[src/hw/csr_defs.vh]
// Behaviour
// - first status register shows taper, done, current limit, power path, vin regulation, thermal
// - power good bit set only when input above lockout, above battery+margin, below overvoltage
// - second register bit 7 input overvoltage, bit 5 battery overcurrent, live
// - second register bit 4 set while battery is below its lockout level
// - bit 2 set in cool zone; charge current reduced there
// - bit 1 set in warm zone; regulation voltage reduced there
`ifndef CSR_DEFS_VH
`define CSR_DEFS_VH

// register offsets
`define CSR_OFS_CHARGE_PATH 8'h00
`define CSR_OFS_FAULT_TEMP 8'h01

// charge_path_status fields
`define CSR_CP_RSVD 7
`define CSR_CP_TAPER 6
`define CSR_CP_DONE 5
`define CSR_CP_ILIM 4
`define CSR_CP_DPPM 3
`define CSR_CP_VINREG 2
`define CSR_CP_THERM 1
`define CSR_CP_PGOOD 0

// fault_temperature_status fields
`define CSR_FT_OVP 7
`define CSR_FT_RSVD 6
`define CSR_FT_OCP 5
`define CSR_FT_BUVLO 4
`define CSR_FT_COLD 3
`define CSR_FT_COOL 2
`define CSR_FT_WARM 1
`define CSR_FT_HOT 0

// values seen after reset and for unmapped reads
`define CSR_RST_STATUS 8'h00
`define CSR_UNMAPPED_DATA 8'h00

// 7-bit target address on the serial bus; arbitrary value
`define CSR_DEV_ADDR 7'h3A

// bits per serial byte
`define CSR_BYTE_BITS 4'h8

`endif

[src/hw/csr_status_eval.v]
`timescale 1ns/10ps
`include "csr_defs.vh"

module csr_status_eval (
  input wire clk_i, // device clock
  input wire rst_n_i, // async reset, active low
  input wire taper_phase_active_i, // constant-voltage taper phase
  input wire charge_done_i, // termination reached
  input wire input_current_limit_active_i, // input current loop active
  input wire power_path_mgmt_active_i, // power-path loop active
  input wire input_voltage_regulation_active_i, // input voltage loop active
  input wire thermal_regulation_active_i, // die thermal loop active
  input wire vin_above_lockout_i, // input above input_lockout_threshold
  input wire vin_above_bat_margin_i, // input above battery + sleep_margin_voltage
  input wire vin_below_ovp_i, // input below input_overvoltage_threshold
  input wire input_overvoltage_fault_i, // input overvoltage comparator
  input wire battery_overcurrent_fault_i, // battery overcurrent protection
  input wire bat_below_lockout_i, // battery below battery_lockout_level
  input wire ts_above_cold_i, // sense voltage above cold threshold
  input wire ts_above_cool_i, // sense voltage above cool threshold
  input wire ts_below_warm_i, // sense voltage below warm threshold
  input wire ts_below_hot_i, // sense voltage below hot threshold
  output reg [7:0] charge_path_q_o, // first status register
  output reg [7:0] fault_temp_q_o, // second status register
  output reg suspend_q_o, // charging suspended by temperature
  output reg current_reduce_q_o, // charge current reduction request
  output reg voltage_reduce_q_o // regulation voltage reduction request
);

  reg [7:0] charge_path_d;
  reg [7:0] fault_temp_d;

  // live condition decode; zones are mutually exclusive by threshold order
  always @* begin
    charge_path_d = `CSR_RST_STATUS;
    fault_temp_d = `CSR_RST_STATUS;
    charge_path_d[`CSR_CP_TAPER] = taper_phase_active_i;
    charge_path_d[`CSR_CP_DONE] = charge_done_i;
    charge_path_d[`CSR_CP_ILIM] = input_current_limit_active_i;
    charge_path_d[`CSR_CP_DPPM] = power_path_mgmt_active_i;
    charge_path_d[`CSR_CP_VINREG] = input_voltage_regulation_active_i;
    charge_path_d[`CSR_CP_THERM] = thermal_regulation_active_i;
    charge_path_d[`CSR_CP_PGOOD] = vin_above_lockout_i & vin_above_bat_margin_i
                                   & vin_below_ovp_i;
    fault_temp_d[`CSR_FT_OVP] = input_overvoltage_fault_i;
    fault_temp_d[`CSR_FT_OCP] = battery_overcurrent_fault_i;
    fault_temp_d[`CSR_FT_BUVLO] = bat_below_lockout_i;
    fault_temp_d[`CSR_FT_COLD] = ts_above_cold_i;
    fault_temp_d[`CSR_FT_COOL] = ts_above_cool_i & ~ts_above_cold_i;
    fault_temp_d[`CSR_FT_WARM] = ts_below_warm_i & ~ts_below_hot_i;
    fault_temp_d[`CSR_FT_HOT] = ts_below_hot_i;
  end

  // sample every clock; reserved bits stay zero since _d never sets them
  always @(posedge clk_i or negedge rst_n_i) begin
    if (!rst_n_i) begin
      charge_path_q_o <= `CSR_RST_STATUS;
      fault_temp_q_o <= `CSR_RST_STATUS;
      suspend_q_o <= 1'b0;
      current_reduce_q_o <= 1'b0;
      voltage_reduce_q_o <= 1'b0;
    end else begin
      charge_path_q_o <= charge_path_d;
      fault_temp_q_o <= fault_temp_d;
      suspend_q_o <= fault_temp_d[`CSR_FT_COLD] | fault_temp_d[`CSR_FT_HOT];
      current_reduce_q_o <= fault_temp_d[`CSR_FT_COOL];
      voltage_reduce_q_o <= fault_temp_d[`CSR_FT_WARM];
    end
  end

endmodule // csr_status_eval

[src/hw/csr_status_top.v]
`timescale 1ns/10ps
`include "csr_defs.vh"

module csr_status_top (
  input wire CLOCK_I, // device clock, 125 MHz
  input wire RST_N_I, // async reset, active low
  input wire SCL_I, // serial clock level
  input wire SDA_I, // serial data level
  output reg SDA_O, // serial data drive value, always low
  output reg SDA_OE_N_O, // low while pulling data line low
  input wire TAPER_PHASE_ACTIVE_I, // taper phase active
  input wire CHARGE_DONE_I, // charge terminated
  input wire INPUT_CURRENT_LIMIT_ACTIVE_I, // input current limit active
  input wire POWER_PATH_MGMT_ACTIVE_I, // power-path management active
  input wire INPUT_VOLTAGE_REGULATION_ACTIVE_I, // input voltage loop active
  input wire THERMAL_REGULATION_ACTIVE_I, // thermal loop active
  input wire VIN_ABOVE_LOCKOUT_I, // input above lockout
  input wire VIN_ABOVE_BAT_MARGIN_I, // input above battery plus margin
  input wire VIN_BELOW_OVP_I, // input below overvoltage limit
  input wire INPUT_OVERVOLTAGE_FAULT_I, // input overvoltage fault
  input wire BATTERY_OVERCURRENT_FAULT_I, // battery overcurrent fault
  input wire BAT_BELOW_LOCKOUT_I, // battery below lockout level
  input wire TS_ABOVE_COLD_I, // sense above cold threshold
  input wire TS_ABOVE_COOL_I, // sense above cool threshold
  input wire TS_BELOW_WARM_I, // sense below warm threshold
  input wire TS_BELOW_HOT_I, // sense below hot threshold
  output wire CHARGE_SUSPEND_O, // charging suspended, cold or hot
  output wire CURRENT_REDUCE_O, // reduce charge current, cool zone
  output wire VOLTAGE_REDUCE_O, // reduce regulation voltage, warm zone
  output wire [7:0] CHARGE_PATH_STATUS_O, // first status register contents
  output wire [7:0] FAULT_TEMP_STATUS_O // second status register contents
);

  // serial engine states
  localparam [2:0] ST_IDLE = 3'h0;
  localparam [2:0] ST_ADDR = 3'h1;
  localparam [2:0] ST_AACK = 3'h2;
  localparam [2:0] ST_WBYTE = 3'h3;
  localparam [2:0] ST_WACK = 3'h4;
  localparam [2:0] ST_RBYTE = 3'h5;
  localparam [2:0] ST_RACK = 3'h6;

  wire [7:0] charge_path_w;
  wire [7:0] fault_temp_w;
  wire [7:0] rd_w;
  reg scl_q;
  reg sda_q;
  reg scl_p_q;
  reg sda_p_q;
  reg [2:0] state_q;
  reg [3:0] cnt_q;
  reg [7:0] shift_q;
  reg [7:0] tx_q;
  reg [7:0] ptr_q;
  reg rw_q;
  reg first_q;
  reg nack_q;
  wire scl_rise;
  wire scl_fall;
  wire start_det;
  wire stop_det;

  // register read decode; used for the first byte and every follow-on byte
  function [7:0] rd_reg;
    input [7:0] idx;
    input [7:0] cp;
    input [7:0] ft;
    begin
      case (idx)
        `CSR_OFS_CHARGE_PATH: rd_reg = cp;
        `CSR_OFS_FAULT_TEMP: rd_reg = ft;
        default: rd_reg = `CSR_UNMAPPED_DATA;
      endcase
    end
  endfunction

  // status sampling and temperature actions
  csr_status_eval u_eval (
    .clk_i(CLOCK_I),
    .rst_n_i(RST_N_I),
    .taper_phase_active_i(TAPER_PHASE_ACTIVE_I),
    .charge_done_i(CHARGE_DONE_I),
    .input_current_limit_active_i(INPUT_CURRENT_LIMIT_ACTIVE_I),
    .power_path_mgmt_active_i(POWER_PATH_MGMT_ACTIVE_I),
    .input_voltage_regulation_active_i(INPUT_VOLTAGE_REGULATION_ACTIVE_I),
    .thermal_regulation_active_i(THERMAL_REGULATION_ACTIVE_I),
    .vin_above_lockout_i(VIN_ABOVE_LOCKOUT_I),
    .vin_above_bat_margin_i(VIN_ABOVE_BAT_MARGIN_I),
    .vin_below_ovp_i(VIN_BELOW_OVP_I),
    .input_overvoltage_fault_i(INPUT_OVERVOLTAGE_FAULT_I),
    .battery_overcurrent_fault_i(BATTERY_OVERCURRENT_FAULT_I),
    .bat_below_lockout_i(BAT_BELOW_LOCKOUT_I),
    .ts_above_cold_i(TS_ABOVE_COLD_I),
    .ts_above_cool_i(TS_ABOVE_COOL_I),
    .ts_below_warm_i(TS_BELOW_WARM_I),
    .ts_below_hot_i(TS_BELOW_HOT_I),
    .charge_path_q_o(charge_path_w),
    .fault_temp_q_o(fault_temp_w),
    .suspend_q_o(CHARGE_SUSPEND_O),
    .current_reduce_q_o(CURRENT_REDUCE_O),
    .voltage_reduce_q_o(VOLTAGE_REDUCE_O)
  );

  // register contents mirrored straight from the sampling flops
  assign CHARGE_PATH_STATUS_O = charge_path_w;
  assign FAULT_TEMP_STATUS_O = fault_temp_w;

  // byte at the pointer; its top bit goes out first, so it is picked by index
  assign rd_w = rd_reg(ptr_q, charge_path_w, fault_temp_w);

  // pins are synchronous; one stage plus a history stage for edge finding
  always @(posedge CLOCK_I or negedge RST_N_I) begin
    if (!RST_N_I) begin
      scl_q <= 1'b1;
      sda_q <= 1'b1;
      scl_p_q <= 1'b1;
      sda_p_q <= 1'b1;
    end else begin
      scl_q <= SCL_I;
      sda_q <= SDA_I;
      scl_p_q <= scl_q;
      sda_p_q <= sda_q;
    end
  end

  // line events; data changing while clock high marks frame bounds
  assign scl_rise = scl_q & ~scl_p_q;
  assign scl_fall = ~scl_q & scl_p_q;
  assign start_det = scl_q & scl_p_q & sda_p_q & ~sda_q;
  assign stop_det = scl_q & scl_p_q & ~sda_p_q & sda_q;

  // serial target engine; data is driven only after a clock fall so the
  // line is stable for the whole high phase the host samples
  always @(posedge CLOCK_I or negedge RST_N_I) begin
    if (!RST_N_I) begin
      state_q <= ST_IDLE;
      cnt_q <= 4'h0;
      shift_q <= 8'h00;
      tx_q <= 8'h00;
      ptr_q <= 8'h00;
      rw_q <= 1'b0;
      first_q <= 1'b0;
      nack_q <= 1'b0;
      SDA_O <= 1'b0;
      SDA_OE_N_O <= 1'b1;
    end else begin
      SDA_O <= 1'b0;
      if (start_det) begin
        // a repeated start also lands here, keeping the pointer
        state_q <= ST_ADDR;
        cnt_q <= 4'h0;
        SDA_OE_N_O <= 1'b1;
      end else if (stop_det) begin
        state_q <= ST_IDLE;
        SDA_OE_N_O <= 1'b1;
      end else begin
        case (state_q)
          ST_IDLE: begin
            SDA_OE_N_O <= 1'b1;
          end
          ST_ADDR: begin
            if (scl_rise) begin
              shift_q <= {shift_q[6:0], sda_q};
              cnt_q <= cnt_q + 4'h1;
            end else if (scl_fall && cnt_q == `CSR_BYTE_BITS) begin
              cnt_q <= 4'h0;
              if (shift_q[7:1] == `CSR_DEV_ADDR) begin
                rw_q <= shift_q[0];
                SDA_OE_N_O <= 1'b0;
                state_q <= ST_AACK;
              end else begin
                state_q <= ST_IDLE;
              end
            end
          end
          ST_AACK: begin
            if (scl_fall) begin
              if (rw_q) begin
                // reading has no side effect beyond the pointer
                tx_q <= rd_w;
                SDA_OE_N_O <= rd_w[7];
                ptr_q <= ptr_q + 8'h01;
                state_q <= ST_RBYTE;
              end else begin
                SDA_OE_N_O <= 1'b1;
                first_q <= 1'b1;
                state_q <= ST_WBYTE;
              end
            end
          end
          ST_WBYTE: begin
            if (scl_rise) begin
              shift_q <= {shift_q[6:0], sda_q};
              cnt_q <= cnt_q + 4'h1;
            end else if (scl_fall && cnt_q == `CSR_BYTE_BITS) begin
              // first byte sets the pointer; data bytes are acked and dropped
              if (first_q) begin
                ptr_q <= shift_q;
              end
              first_q <= 1'b0;
              cnt_q <= 4'h0;
              SDA_OE_N_O <= 1'b0;
              state_q <= ST_WACK;
            end
          end
          ST_WACK: begin
            if (scl_fall) begin
              SDA_OE_N_O <= 1'b1;
              state_q <= ST_WBYTE;
            end
          end
          ST_RBYTE: begin
            if (scl_rise) begin
              cnt_q <= cnt_q + 4'h1;
            end else if (scl_fall) begin
              if (cnt_q == `CSR_BYTE_BITS) begin
                cnt_q <= 4'h0;
                SDA_OE_N_O <= 1'b1;
                state_q <= ST_RACK;
              end else begin
                tx_q <= {tx_q[6:0], 1'b0};
                SDA_OE_N_O <= tx_q[6];
              end
            end
          end
          ST_RACK: begin
            if (scl_rise) begin
              nack_q <= sda_q;
            end else if (scl_fall) begin
              if (nack_q) begin
                // host is done; line stays released until stop
                state_q <= ST_IDLE;
              end else begin
                tx_q <= rd_w;
                SDA_OE_N_O <= rd_w[7];
                ptr_q <= ptr_q + 8'h01;
                state_q <= ST_RBYTE;
              end
            end
          end
          default: begin
            state_q <= ST_IDLE;
            SDA_OE_N_O <= 1'b1;
          end
        endcase
      end
    end
  end

endmodule // csr_status_top

[config.mk]
export PLATFORM = sky130hd
export DESIGN_NAME = csr_status_top
export DESIGN_NICKNAME = d
export VERILOG_FILES = /design/src/hw/csr_status_eval.v /design/src/hw/csr_status_top.v
export VERILOG_INCLUDE_DIRS = /design/src /design/src/hw
export SDC_FILE = /design/constraint.sdc
export NUM_CORES = 1
export LEC_CHECK = 0
export BUFFER_PORTS_ARGS = -buffer_cell sky130_fd_sc_hd__buf_2
export CAP_MARGIN = 20
export CELL_PAD_IN_SITES_DETAIL_PLACEMENT = 0
export CELL_PAD_IN_SITES_GLOBAL_PLACEMENT = 1
export CORE_MARGIN = 1.5
export CORE_UTILIZATION = 44
export DETAILED_ROUTE_END_ITERATION = 12
export PLACE_DENSITY = 0.8
export REMOVE_ABC_BUFFERS = 1
export SLEW_MARGIN = 20
export SYNTH_ARGS = -nofsm -noshare
export SYNTH_HDL_FRONTEND = slang
export SYNTH_SLANG_ARGS = --single-unit
[constraint.sdc]
create_clock -name CLOCK_I -period 2.9 [get_ports CLOCK_I]
set_input_delay 0.29 -clock CLOCK_I [delete_from_list [all_inputs] [get_ports CLOCK_I]]
set_output_delay 0.29 -clock CLOCK_I [all_outputs]
set_load 0.01 [all_outputs]
# Word level (Yosys, flattened, before mapping)
# Index checks and enable logic that the tools add are counted.
# totals
input_bits	20
regBits	55
output_inout_bits	21
# classes
n_reduce_logical	17
bitwise	21
addsub	2
muxes	64
n_eq_ne	39
# ops
op	n
$mux 8	8
$ne 4x4->1 const B	15
$mux 7	8
$mux 3	15
$mux 4	7
$ne 2x2->1 const B	13
$pmux 8 s3	1
$reduce_and 12->1	2
$reduce_and 11->1	2
$pmux 3 s7	1
$pmux 7 s3	1
$mux 1	18
$pmux 8 s2	1
$and 1x1->1	11
$eq 3x3->1 const B	3
$not 1->1	9
$reduce_bool 3->1	3
$add 8x1->8 const B	1
$eq 8x1->1 const B	1
$logic_not 8->1	1
$pmux 4 s2	1
$reduce_and 4->1	2
$eq 7x6->1 const B	1
$reduce_and 7->1	1
other kinds (16)	17

# Depth between registers and ports, before layout
# logic_depth
depth_word	8
mapped_depth	9
ltp_nobuf	7

# Cells and area by module
# A second synthesis with hierarchy kept.
# hier_totals
cells_unflattened	281
area_unflattened_um2	2807.7
# modules_own_cells
mod	seq_area_each_um2	n_inst	area_per_inst_um2	cells_per_inst
csr_status_top	957.2	1	2371.0	257
csr_status_eval	375.4	1	436.7	24

# Least setup slack after synthesis
# OpenSTA, ideal clock, no wires.
# synth_path
kind	register to register
from	reg scl_p_q
to	reg tx_q[0]
arrival_ns	2.027
path_stages_with_launch	8
required_ns	2.775
n_path_buf	0
slack_ns	0.748
path_cell_list	dfstp_2 inv_1 ha_1 o21ai_0 a21oi_1 or2_4 a221oi_4 mux2_4
# synth_between
elab_chain_len	5
# synth_lines
item	line_no	source
start, declared	csr_status_top.v:48	reg scl_p_q;
start signal, assigned	csr_status_top.v:121	scl_p_q <= scl_q;
$and 1x1->1	csr_status_top.v:129, csr_status_top.v:130	
$and 1x1->1, on equally long branches (2 in series)	csr_status_top.v:130, csr_status_top.v:129	
$not 1->1 (no source line)	-	
$reduce_and 11->1 (no source line) (*)	-	
end signal, assigned	csr_status_top.v:180	tx_q <= rd_w;
end signal, assigned	csr_status_top.v:221	tx_q <= {tx_q[6:0], 1'b0};
end signal, assigned	csr_status_top.v:234	tx_q <= rd_w;
end, declared	csr_status_top.v:53	reg [7:0] tx_q;
# Every way passes the cells marked *; elsewhere a longest branch is shown, timed or not.
# A chain may end at the register's enable or synchronous reset.

# Worst setup path after layout
# layout_path
from	reg state_q[1]
to	reg tx_q[6]
# layout_between
elab_chain_len	3
# layout_lines
item	line_no	source
start, declared	csr_status_top.v:50	reg [2:0] state_q;
start signal, assigned	csr_status_top.v:136	state_q <= ST_IDLE;
start signal, assigned	csr_status_top.v:150	state_q <= ST_ADDR;
start signal, assigned	csr_status_top.v:154	state_q <= ST_IDLE;
$eq 3x3->1 or $eq 3x2->1 (tied branches)	csr_status_top.v:157	case (state_q)
$ne 2x2->1 (no source line) or $reduce_bool 3->1 (tied branches)	-	
$reduce_and 11->1 (no source line)	-	
# Parallel ways exist; a longest one is shown, timed or not.

==> impl_metrics.py <==
metrics = {
    "power_and_ir_drop": {
        "p_int_uw": 1040,
        "swShare_pct": 27.2,
        "ir_drop_mv": 0.239,
        "seqPwrFrac_pct": 59.0,
        "powerDensity_nw_per_um2": 458,
        "clockPowerShare_pct": 30.1,
        "p_leak_uw": 0.00143,
        "p_switching_uw": 386,
        "power_frac_comb_pct": 10.9,
    },
    "synthesis": {
        "synthTopCellsByArea": "dfrtp_1 (44%), dfstp_2 (4.8%), mux2_2 (4.5%)",
        "ys.flop_type": "dfrtp_1",
        "syn_avg_cell_area_sq_um": 10.5,
        "synth_edf_count": 0,
        "synth_top_area_share_pct": 43.5,
        "yosysSeqAreaShare_pct": 48.3,
        "netlist_area_sq_um": 2760,
        "synth_area_leader_cell": "dfrtp_1",
        "syn_inst": 263,
        "yosysWarnings": 0,
        "synth_cell_types": 58,
        "ys_ff_latch": 53,
        "synthArstFlopShare_pct": 100,
    },
    "placement": {
        "globalplace.congestion": 0.874,
        "dp_hpwl_um": 4010,
        "io_buffers": 37,
    },
    "timing": {
        "fmax_mhz": 420,
        "slew_headroom_pct": 55.9,
        "finalHoldViolCount": 0,
        "drv_slew": 0,
        "fin_crit_ns": 2.38,
        "fin_setup_tns_ns": 0,
        "fin_skew_ns": 0.0148,
        "setup_viol": 0,
        "rsz0062_at_grt": "false",
        "min_period_over_period_pct": 82.1,
        "tightest_slew_ns": 0.661,
    },
    "worst_setup_path": {
        "path_max_fanout": 15,
        "critPathLaunchType": "flop",
        "arrival_ns": 2.58,
        "critPathKind": "flop to flop",
        "endpoint_kind": "flop",
        "required_ns": 3.10,
        "r2r_setup_slack_ns": 0.52,
    },
    "cells_and_area": {
        "area_delta_synth_final_pct": 12.4,
        "drive_gt1_share_pct": 27.2,
        "fillers": 552,
        "fin_util_pct": 51.8,
        "diodes": 0,
        "nets": 328,
    },
    "cts": {
        "cts_tree": "built",
        "ctsHoldBuffers": 0,
        "cts_resized": 0,
        "clockBufferDepth": 2,
        "clk_pin_slew_ns": 0.10,
        "cts_setup_buffers": 0,
        "htree_levels": 2,
        "cts_made_buffers": 5,
        "clock_latency_ns": 0.31,
        "cts.sinks": 53,
        "clockRootBuffer": "clkbuf_8",
    },
    "routing": {
        "vias": 2093,
        "dr.pass1.iters": 4,
        "vias_per_cell": 5.57,
        "wirelength_um": 5530,
        "wl_per_cell_um": 14.7,
        "ant_nets": 0,
        "drc": 0,
        "drtIter0Drc": 95,
    },
    "floorplan": {
        "io_pins": 41,
        "fp.dieH_um": 82.2,
        "dieArea_sq_um": 6760,
        "core-area_sq_um": 5990,
        "initial_core_util_pct": 46.1,
        "die_w_um": 82.2,
        "rows": 28,
    },
    "hold_path": {
        "hold_path.class": "primary input to flop",
    },
    "global_route": {
        "grt_max_degree": 54,
        "grt_use_total_pct": 18.0,
        "grt_pass1_wl_um": 9220,
        "grt_pass1_vias": 1990,
        "antenna_found_initial": 0,
        "grt.overflow.total": 0,
    },
    "run": {
        "maxCapViolCount": 0,
    },
    "status": {
        "status": "finished clean",
    },
}
[cell usage after synthesis, drive strengths merged (2+ instances only)]
| cell | count |
|---|---|
| dfrtp | 48 |
| nand2 | 26 |
| a21oi | 18 |
| mux2 | 18 |
| o21ai | 17 |
| inv | 11 |
| nor2 | 10 |
| buf | 8 |
| ha | 8 |
| a22oi | 7 |
| clkbuf | 7 |
| o31ai | 7 |
| a31oi | 6 |
| dfstp | 5 |
| nand3 | 5 |
| nor2b | 5 |
| nor3 | 5 |
| nor3b | 4 |
| a21o | 3 |
| nand2b | 3 |
| nand4 | 3 |
| nor4 | 3 |
| a211o | 2 |
| and3 | 2 |
| nand4b | 2 |
| nor4b | 2 |
| o22ai | 2 |
| or2 | 2 |
| or3 | 2 |
[power by group through the flow]
stage / registers (uW) / clock network, uW / logic, uW
2_1_floorplan: 846 / 0 / 88.6
3_3_place_gp: 853 / 0 / 155
3_5_place_dp: 854 / 0 / 157
4_1_cts: 840 / 432 / 157
5_1_grt: 849 / 471 / 177
6_report: 839 / 428 / 155
[per-stage QoR]
step	power [uW]	setup WS, ns	cells	instance area (sq um)	hold WS, ns
finish	1420	0.520	376	3100	0.0679
global route	1500	0.332	376	3100	0.0516
CTS	1430	0.514	376	3100	0.0643
detailed placement	1010	0.529	368	3010	0.381
global placement	1010	0.577	368	3010	0.379
floorplan	934	0.637	250	2690	-0.00559
[logic make-up after synthesis]
kind of cell               after synthesis  synth area share, %
adders and majority gates                8                 3.63
buffers and inverters                   26                 4.44
xor gates and xnor gates                 1                0.317
AOI/OAI and AO/OA                       74                 17.8
other                                    1                0.136
DFF                                     53                 48.3
muxes                                   19                 8.66
and+or+nand+nor                         81                 16.7
[registers in the layout, summed over array words and instances (netlist names)]
signal	cells
sda_p_q	1
scl_q	1
ptr_q	8
cnt_q	4
u_eval.suspend_q_o	1
tx_q	7
u_eval.charge_path_q_o	7
scl_p_q	1
u_eval.fault_temp_q_o	7
first_q	1
nack_q	1
rw_q	1
shift_q	8
state_q	3
sda_q	1
SDA_OE_N_O	1
[final timing paths]
check	start	end	cells after the start
min	SCL_I	scl_q	1
min reg2reg	scl_q	scl_p_q	0
max	state_q[1]	tx_q[6]	5
min in group asynchronous	RST_N_I	u_eval.fault_temp_q_o[2]	2
max in group asynchronous	RST_N_I	first_q	2
max reg2reg	state_q[1]	tx_q[6]	5
[final cells by class]
type | count | area (sq um) | area share [%]
clock buffers | 5 | 68.8 | 2.22
clock inverters | 3 | 22.5 | 0.726
inverters | 11 | 41.3 | 1.33
multi-input cells | 186 | 1310 | 42.3
flip-flops and latches | 53 | 1330 | 43.0
well taps | 75 | 93.8 | 3.03
repair buffers | 43 | 230 | 7.42
[critical path: stages, from the launching register on]
cell	delay [ns]
dfrtp_1	0.53
nand2b_1	0.32
nor2_4	0.34
o21ai_1	0.17
a221oi_4	0.56
mux2_4	0.35
[cell usage in the layout, fill, tap and decap left out, types with 7 or more instances in the layout]
cell type  synthesis  routed
a21oi_1           18      18
a22oi_1            7       7
buf_2              2      37
dfrtp_1           48      48
ha_1               8       8
inv_1             11      11
mux2_2            11      11
mux2_4             7       7
nand2_1           26      26
nor2_1             9       9
o21ai_0           16      16
o31ai_1            7       7
[per-layer routing]
metal / global-route usage, % / up-vias / share of wire [%]
met2: 29.0 / 49 / 47
li1: - / 1029 / -
met4: 5.93 / 0 / 1.0
met3: 3.41 / 6 / 4.0
met5: 0 / - / 0
met1: 24.2 / 1009 / 48
Power figures use the tool's default switching activity.
